File: config.mk
export PLATFORM = sky130hd
export DESIGN_NAME = tpc_pma_regs
export DESIGN_NICKNAME = d
export VERILOG_FILES = /design/src/hw/tpc_pkg.sv /design/src/hw/tpc_cfg_resolve.sv /design/src/hw/tpc_pma_regs.sv /design/src/hw/tpc_strap_capture.sv
export VERILOG_INCLUDE_DIRS = /design/src /design/src/hw
export SDC_FILE = /design/constraint.sdc
export NUM_CORES = 1
export LEC_CHECK = 0
export BUFFER_PORTS_ARGS = -buffer_cell sky130_fd_sc_hd__buf_4
export CORE_AREA = 4 4 79 81
export DETAILED_ROUTE_END_ITERATION = 8
export DIE_AREA = 0 0 83 85
export HOLD_SLACK_MARGIN = 0.12
export SYNTH_ARGS = -nofsm -noshare
export SYNTH_HDL_FRONTEND = slang
export SYNTH_HIERARCHICAL = 1
export SYNTH_SLANG_ARGS = --single-unit
File: constraint.sdc
create_clock -name core_clk -period 1.86 [get_ports core_clk]
set_clock_uncertainty 0.05 [all_clocks]
set_input_delay 0.186 -clock core_clk [delete_from_list [all_inputs] [get_ports core_clk]]
set_output_delay 0.186 -clock core_clk [all_outputs]
set_load 0.05 [all_outputs]
File: src/hw/tpc_map.svh
// register map constants for the single-pair pma control/status bank
// assumes 16-bit management registers addressed by clause 45 register address
`ifndef TPC_MAP_SVH
`define TPC_MAP_SVH

`define TPC_ADDR_SP_CTRL 16'h0834
`define TPC_ADDR_LR_CTRL 16'h08f6
`define TPC_ADDR_LR_STAT 16'h08f7

`define TPC_SP_CTRL_RST 16'h8002
`define TPC_LR_CTRL_RST 16'h0000
`define TPC_LR_STAT_RST 16'h2800
`define TPC_SP_TYPE_RST 4'h2
`define TPC_BIT_RST 1'b0

`define TPC_SP_RSV_BIT 15
`define TPC_SP_ROLE_BIT 14
`define TPC_SP_TYPE_MSB 3
`define TPC_SP_TYPE_LSB 0

`define TPC_LR_TXDIS_BIT 14
`define TPC_LR_HIAMP_BIT 12
`define TPC_LR_RSV11_BIT 11
`define TPC_LR_EEE_BIT 10
`define TPC_LR_LB_BIT 0

`define TPC_ST_LB_ABLE_BIT 13
`define TPC_ST_HIAMP_ABLE_BIT 12
`define TPC_ST_PD_ABLE_BIT 11
`define TPC_ST_EEE_ABLE_BIT 10

`define TPC_TYPE_LONG_REACH 4'h2

`endif

File: src/hw/tpc_pkg.sv
// types shared by the pma control/status bank
// assumes the constants header supplies offsets and reset values
package tpc_pkg;

   typedef struct packed {
      logic req;
      logic we;
      logic [15:0] addr;
      logic [15:0] wdata;
   } tpc_mgmt_req_type;

   typedef struct packed {
      logic role_master;
      logic [3:0] phy_type;
      logic tx_disable;
      logic high_amp;
      logic rsv11;
      logic eee;
      logic loopback;
   } tpc_ctrl_type;

   typedef struct packed {
      logic an_enable;
      logic forced_cfg;
      logic an_master;
      logic [3:0] an_phy_type;
      logic an_high_amp;
   } tpc_neg_type;

   typedef struct packed {
      logic master;
      logic [3:0] phy_type;
      logic tx_output_en;
      logic high_amp;
      logic eee_en;
      logic loopback_en;
   } tpc_eff_type;

   typedef struct packed {
      logic role_master;
      logic hi_amp_able;
      logic hi_amp_sel;
   } tpc_strap_type;

   typedef enum logic [1:0] {
      TPC_CAPTURE = 2'b01,
      TPC_RUN = 2'b10
   } tpc_strap_state_type;

endpackage : tpc_pkg

File: src/hw/tpc_cfg_resolve.sv
// picks forced or negotiated settings for the pma datapath
// assumes negotiation results are stable while autonegotiation is enabled
`timescale 1ns/1ns
module tpc_cfg_resolve (
   input wire tpc_pkg::tpc_ctrl_type ctrl,
   input wire tpc_pkg::tpc_neg_type neg,
   input wire logic hi_amp_able,
   output tpc_pkg::tpc_eff_type eff
);
   import tpc_pkg::*;

   always_comb begin
      eff.master = neg.an_enable ? neg.an_master : ctrl.role_master;
      eff.phy_type = (!neg.an_enable && neg.forced_cfg) ? ctrl.phy_type
                                                        : neg.an_phy_type;
      eff.tx_output_en = !ctrl.tx_disable;
      // a forced high level is refused when the part cannot drive it
      eff.high_amp = neg.an_enable ? neg.an_high_amp
                                   : (ctrl.high_amp && hi_amp_able);
      eff.eee_en = ctrl.eee;
      eff.loopback_en = ctrl.loopback;
   end

endmodule : tpc_cfg_resolve

File: src/hw/tpc_pma_regs.sv
// single-pair pma control/status bank with management access port
// assumes a management agent presents one decoded request per cycle
// Notes on behaviour
// - single-pair control resets 0x8002, role from strap
// - bit 14 forces master/slave when negotiation off
// - type field used only forced and negotiation off
// - transmit disable bit suppresses transmit output
// - bit 12 selects high amplitude when ability strap set, strap reset
// - amplitude bit ignored while negotiation enabled
// - bit 0 loops transmit back to receive
// - status resets 0x2800, every field read-only
// - status bit 13 always one: loopback able
// - status bit 12 reports high amplitude strap
// - status bit 11 one: power-down able
// - eee ability zero; eee enable resets zero
`timescale 1ns/1ns
`include "tpc_map.svh"
module tpc_pma_regs (
   input wire logic core_clk,
   input wire logic resetn,
   input wire tpc_pkg::tpc_mgmt_req_type mgmt_req,
   output logic mgmt_ack,
   output logic [15:0] mgmt_rdata,
   input wire tpc_pkg::tpc_strap_type strap_pins,
   input wire tpc_pkg::tpc_neg_type neg,
   output tpc_pkg::tpc_eff_type eff,
   output logic regs_ready
);
   import tpc_pkg::*;

   tpc_ctrl_type ctrl_r, ctrl_nxt;
   tpc_eff_type eff_r, eff_nxt;
   tpc_strap_type straps;
   logic strap_load;
   logic ready;
   logic ack_r, ack_nxt;
   logic [15:0] rdata_r, rdata_nxt;
   logic take;

   function automatic logic [15:0] sp_word(input tpc_ctrl_type c);
      logic [15:0] w;
      w = 16'h0000;
      w[`TPC_SP_RSV_BIT] = 1'b1;
      w[`TPC_SP_ROLE_BIT] = c.role_master;
      w[`TPC_SP_TYPE_MSB:`TPC_SP_TYPE_LSB] = c.phy_type;
      return w;
   endfunction : sp_word

   function automatic logic [15:0] lr_word(input tpc_ctrl_type c);
      logic [15:0] w;
      w = `TPC_LR_CTRL_RST;
      w[`TPC_LR_TXDIS_BIT] = c.tx_disable;
      w[`TPC_LR_HIAMP_BIT] = c.high_amp;
      w[`TPC_LR_RSV11_BIT] = c.rsv11;
      w[`TPC_LR_EEE_BIT] = c.eee;
      w[`TPC_LR_LB_BIT] = c.loopback;
      return w;
   endfunction : lr_word

   function automatic logic [15:0] stat_word(input logic able);
      logic [15:0] w;
      w = `TPC_LR_STAT_RST;
      w[`TPC_ST_HIAMP_ABLE_BIT] = able;
      return w;
   endfunction : stat_word

   // unmapped addresses are answered but hold no state
   function automatic logic is_mapped(input logic [15:0] ad);
      return ad == `TPC_ADDR_SP_CTRL || ad == `TPC_ADDR_LR_CTRL || ad == `TPC_ADDR_LR_STAT;
   endfunction : is_mapped

   tpc_strap_capture u_strap (
      .core_clk(core_clk),
      .resetn(resetn),
      .strap_pins(strap_pins),
      .straps(straps),
      .strap_load(strap_load),
      .ready(ready)
   );

   tpc_cfg_resolve u_resolve (
      .ctrl(ctrl_r),
      .neg(neg),
      .hi_amp_able(straps.hi_amp_able),
      .eff(eff_nxt)
   );

   // requests before the straps settle are dropped without an ack
   assign take = mgmt_req.req && ready;

   always_comb begin
      ctrl_nxt = ctrl_r;
      if (strap_load) begin
         ctrl_nxt.role_master = straps.role_master;
         ctrl_nxt.high_amp = straps.hi_amp_sel;
      end else if (take && mgmt_req.we) begin
         unique case (mgmt_req.addr)
            `TPC_ADDR_SP_CTRL: begin
               ctrl_nxt.role_master = mgmt_req.wdata[`TPC_SP_ROLE_BIT];
               // any pattern is stored; only long-reach is meaningful
               ctrl_nxt.phy_type =
                  mgmt_req.wdata[`TPC_SP_TYPE_MSB:`TPC_SP_TYPE_LSB];
            end
            `TPC_ADDR_LR_CTRL: begin
               ctrl_nxt.tx_disable = mgmt_req.wdata[`TPC_LR_TXDIS_BIT];
               ctrl_nxt.high_amp = mgmt_req.wdata[`TPC_LR_HIAMP_BIT];
               ctrl_nxt.rsv11 = mgmt_req.wdata[`TPC_LR_RSV11_BIT];
               ctrl_nxt.eee = mgmt_req.wdata[`TPC_LR_EEE_BIT];
               ctrl_nxt.loopback = mgmt_req.wdata[`TPC_LR_LB_BIT];
            end
            default: begin
               // status and unmapped writes change nothing
               ctrl_nxt = ctrl_r;
            end
         endcase
      end
   end

   always_comb begin
      ack_nxt = take;
      rdata_nxt = rdata_r;
      if (take && !mgmt_req.we) begin
         unique case (mgmt_req.addr)
            `TPC_ADDR_SP_CTRL: rdata_nxt = sp_word(ctrl_r);
            `TPC_ADDR_LR_CTRL: rdata_nxt = lr_word(ctrl_r);
            `TPC_ADDR_LR_STAT: rdata_nxt = stat_word(straps.hi_amp_able);
            default: rdata_nxt = 16'h0000;
         endcase
      end
   end

   always_ff @(posedge core_clk or negedge resetn) begin
      if (!resetn) begin
         ctrl_r.role_master <= `TPC_BIT_RST;
         ctrl_r.phy_type <= `TPC_SP_TYPE_RST;
         ctrl_r.tx_disable <= `TPC_BIT_RST;
         ctrl_r.high_amp <= `TPC_BIT_RST;
         ctrl_r.rsv11 <= `TPC_BIT_RST;
         ctrl_r.eee <= `TPC_BIT_RST;
         ctrl_r.loopback <= `TPC_BIT_RST;
         eff_r <= '0;
         ack_r <= 1'b0;
         rdata_r <= 16'h0000;
      end else begin
         ctrl_r <= ctrl_nxt;
         eff_r <= eff_nxt;
         ack_r <= ack_nxt;
         rdata_r <= rdata_nxt;
      end
   end

   assign mgmt_ack = ack_r;
   assign mgmt_rdata = rdata_r;
   assign eff = eff_r;
   assign regs_ready = ready;
endmodule : tpc_pma_regs

File: src/hw/tpc_strap_capture.sv
// catches the strap pins once after reset release and signals the load
// assumes strap pins are steady around reset release
`timescale 1ns/1ns
module tpc_strap_capture (
   input wire logic core_clk,
   input wire logic resetn,
   input wire tpc_pkg::tpc_strap_type strap_pins,
   output tpc_pkg::tpc_strap_type straps,
   output logic strap_load,
   output logic ready
);
   import tpc_pkg::*;

   tpc_strap_state_type state_r, state_nxt;
   tpc_strap_type straps_r, straps_nxt;
   logic load_r, load_nxt;

   // pins are sampled by a clocked process, never by the reset itself
   always_comb begin
      state_nxt = state_r;
      straps_nxt = straps_r;
      load_nxt = 1'b0;
      unique case (state_r)
         TPC_CAPTURE: begin
            straps_nxt = strap_pins;
            load_nxt = 1'b1;
            state_nxt = TPC_RUN;
         end
         TPC_RUN: begin
         end
         default: state_nxt = TPC_CAPTURE;
      endcase
   end

   always_ff @(posedge core_clk or negedge resetn) begin
      if (!resetn) begin
         state_r <= TPC_CAPTURE;
         straps_r <= '0;
         load_r <= 1'b0;
      end else begin
         state_r <= state_nxt;
         straps_r <= straps_nxt;
         load_r <= load_nxt;
      end
   end

   assign straps = straps_r;
   assign strap_load = load_r;
   assign ready = (state_r == TPC_RUN) && !load_r;

endmodule : tpc_strap_capture

==> impl_metrics.csv <==
group,metric,value,unit
sta,final_hold_viol_count,0,
global_route,grt_pass1_wl,6.18,mm
yosys,syn_area,1630,um2
die,io-pin-count,74,
yosys,synth-seq-cells,36,
yosys,yosysTopAreaCellShare,0.521,
setup_path,crit_path_end_kind,"register",
yosys,netlist_top_cells_area,"dfrtp_1 52%, mux2_4 6.4%, mux2_2 6.2%",
setup_path,r2r_slack,0.15,ns
clock_network,cts_tree,"yes",
setup_path,cp_max_fo,4,
setup_path,cp_cell_sequence,"nand2b_4, nor2_4, and2_4, nand2_2, nor3_4, mux2_2",
placed_design,globalplace.congestion,0.736,
run_status,status,"finished, final reports clean",
yosys,netlist-cell-type-count,32,
sta,finalCriticalPeriod,1.71,ns
clock_network,post_cts_resized,0,
sta,fin_setup_tns,0,ns
die,rows,27,
yosys,yosys_most_used_dff,"dfrtp_1",
setup_path,criticalPathCategory,"register to register",
drt,via_per_inst,4.26,
die,core,5470,um2
worst_hold_path,holdPathStages,3,
global_route,antenna_found_initial,0,
die,start_util,0.299,
setup_path,reg2reg_to,"ctrl_r[8]",
yosys,synthArstFlopShare,1.00,
drt,drt_wl_total,3.54,mm
global_route,grt.total_usage,0.109,
drt,drt_iter0_drc,56,
setup_path,r2r_start,"u_strap/state_r[0]",
sta,rsz0062_at_grt,"no",
worst_hold_path,hold_class,"input port to register",
sta,setup_viol,0,
die,die-area,7060,um2
setup_path,cp_data_required_time,1.98,ns
setup_path,arrival,1.83,ns
finish,diodes,0,
finish,nets,261,
global_route,grt_start_max_net_pins,37,
worst_hold_path,min_from,"mgmt_req[16]",
sta,fin_crit_sh,0.919,
yosys,syn_area_per_cell,12.5,um2
clock_network,cts_sinks,36,
setup_path,worstRegToRegCells,6,
yosys,synth.largest_area_cell,"dfrtp_1",
power_and_ir_drop,p_per_area,699,nW/um2
drt,dr_total_vias,1222,
drt,wl_per_cell,12.3,um
sta,maxSlewViolCount,0,
clock_network,insertion_delay,0.28,ns
run,maxCapViolations,0,
power_and_ir_drop,vdd_drop_max,0.000309,V
die,die_w,83,um
finish,nFillCells,531,
finish,areaGrowthSynthToFinish,51.5,%
setup_path,critPathLaunchType,"register",
clock_network,cts.htree.levels,2,
clock_network,holdBufCountCts,21,
placed_design,post-dp-hpwl,2.69,mm
setup_path,slowest_delay,0.39,ns
clock_network,post_cts_buffers,0,
setup_path,cpMaxStageDelayCell,"dfstp_2",
drt,remaining_drc_errors,0,
drt,ant_nets,0,
drt,dr.pass1.iters,3,
finish,drive_gt1_frac,0.474,
clock_network,cts.path.max_buffers,2,
global_route,grt_overflow,0,
finish,multi_input_area,692,um2
global_route,first_global_vias,1242,
clock_network,root_buffer,"clkbuf_8",
finish,register_area,903,um2
yosys,yosysWarnings,6,
die,die_h,85,um
sta,holdWs,0.136,ns
clock_network,clk_pin_slew,0.07,ns
yosys,syn_inst,131,
worst_hold_path,hold_path_end,"mgmt_rdata[13]",
placed_design,place.port_buffers,59,
clock_network,cts_buffers,5,
yosys,synth_edf_count,0,
sta,max_freq,585,MHz
yosys,yosysSeqAreaShare,0.553,
power_and_ir_drop,total_leakage_power,1.19,nW
-- kinds of logic (layout without fill, tap and decap cells) --
logic type / count (synthesis) / count (layout) / share of synthesized area
multiplexers: 17 / 17 / 0.132
buffers and inverters: 14 / 93 / 0.0513
AO/OA/AOI/OAI: 20 / 20 / 0.0712
other: 1 / 6 / 0.00229
flip-flops: 36 / 36 / 0.553
AND/OR/NAND/NOR: 43 / 43 / 0.190
-- registers in the layout (all words and copies together), names as in the netlist --
signal	flops
eff	9
u_strap/straps	3
ctrl_r	10
mgmt_ack	1
mgmt_rdata	10
u_strap/strap_load	1
u_strap/state_r	2
-- per-layer routing --
layer  vias to the layer above  track usage  wire, um
met2                        34        0.175      1800
met3                         3       0.0417       213
met5                         -            0         0
met1                       570        0.139      1500
met4                         0       0.0267        29
li1                        615            -         -
-- where the power goes --
part | switching, W | internal (W) | total (W)
sequential | 0.00000703 | 0.000798 | 0.000805
clock | 0.000278 | 0.000396 | 0.000674
combinational | 0.000129 | 0.000121 | 0.000250
-- placed cells by master, fill, tap and decap left out, types with 3 or more instances in the layout --
master,count
o31ai_1,3
nand2b_4,3
nand2_1,17
dlygate4sd3_1,21
dfrtp_1,34
clkbuf_8,5
a31oi_1,3
mux2_4,7
mux2_2,9
buf_4,61
conb_1,6
inv_1,3
o21ai_0,8
-- cells in the mapped netlist (3+ instances only) --
cell type and count:
a31oi_1 3, mux2_2 9, o31ai_1 3, mux2_4 7
buf_4 8, inv_1 3, o21ai_0 8, dfrtp_1 34
nand2_1 18
-- worst max-delay path by stage --
stage                     cells past startpoint             to          startpoint
final                                         6      ctrl_r[8]  u_strap/state_r[0]
after global routing                          6      ctrl_r[8]  u_strap/state_r[0]
after floorplan                               7  mgmt_rdata[0]  u_strap/state_r[0]
after CTS                                     6      ctrl_r[8]  u_strap/state_r[0]
after global placement                        5      ctrl_r[5]        mgmt_req[29]
after detailed placement                      5      ctrl_r[8]        mgmt_req[29]
-- stage by stage --
step	power, W	util	std cells	area [um2]	setup slack [ns]
6_report	0.00173	0.452	287	2480	0.150
5_1_grt	0.00182	0.452	287	2480	0.0342
4_1_cts	0.00175	0.452	287	2480	0.134
3_5_place_dp	0.00104	0.394	258	2150	0.0742
3_3_place_gp	0.00104	0.394	258	2150	0.102
2_1_floorplan	0.000935	-	136	1680	0.0238
-- worst max-delay path: cells and delay by family, from the launching register on --
| kind | cells | cell delay (ns) |
|---|---|---|
| AND/OR/NAND/NOR | 5 | 0.78 |
| multiplexers | 1 | 0.38 |
| flip-flops | 1 | 0.39 |
-- area by class of cell --
cell class	count	area share
Sequential cell	36	0.365
Multi-Input combinational cell	86	0.279
Timing Repair Buffer	82	0.270
Tap cell	72	0.0364
Clock buffer	5	0.0278
Clock inverter	3	0.0172
Inverter	3	0.00455
Power figures use the tool's default switching activity.
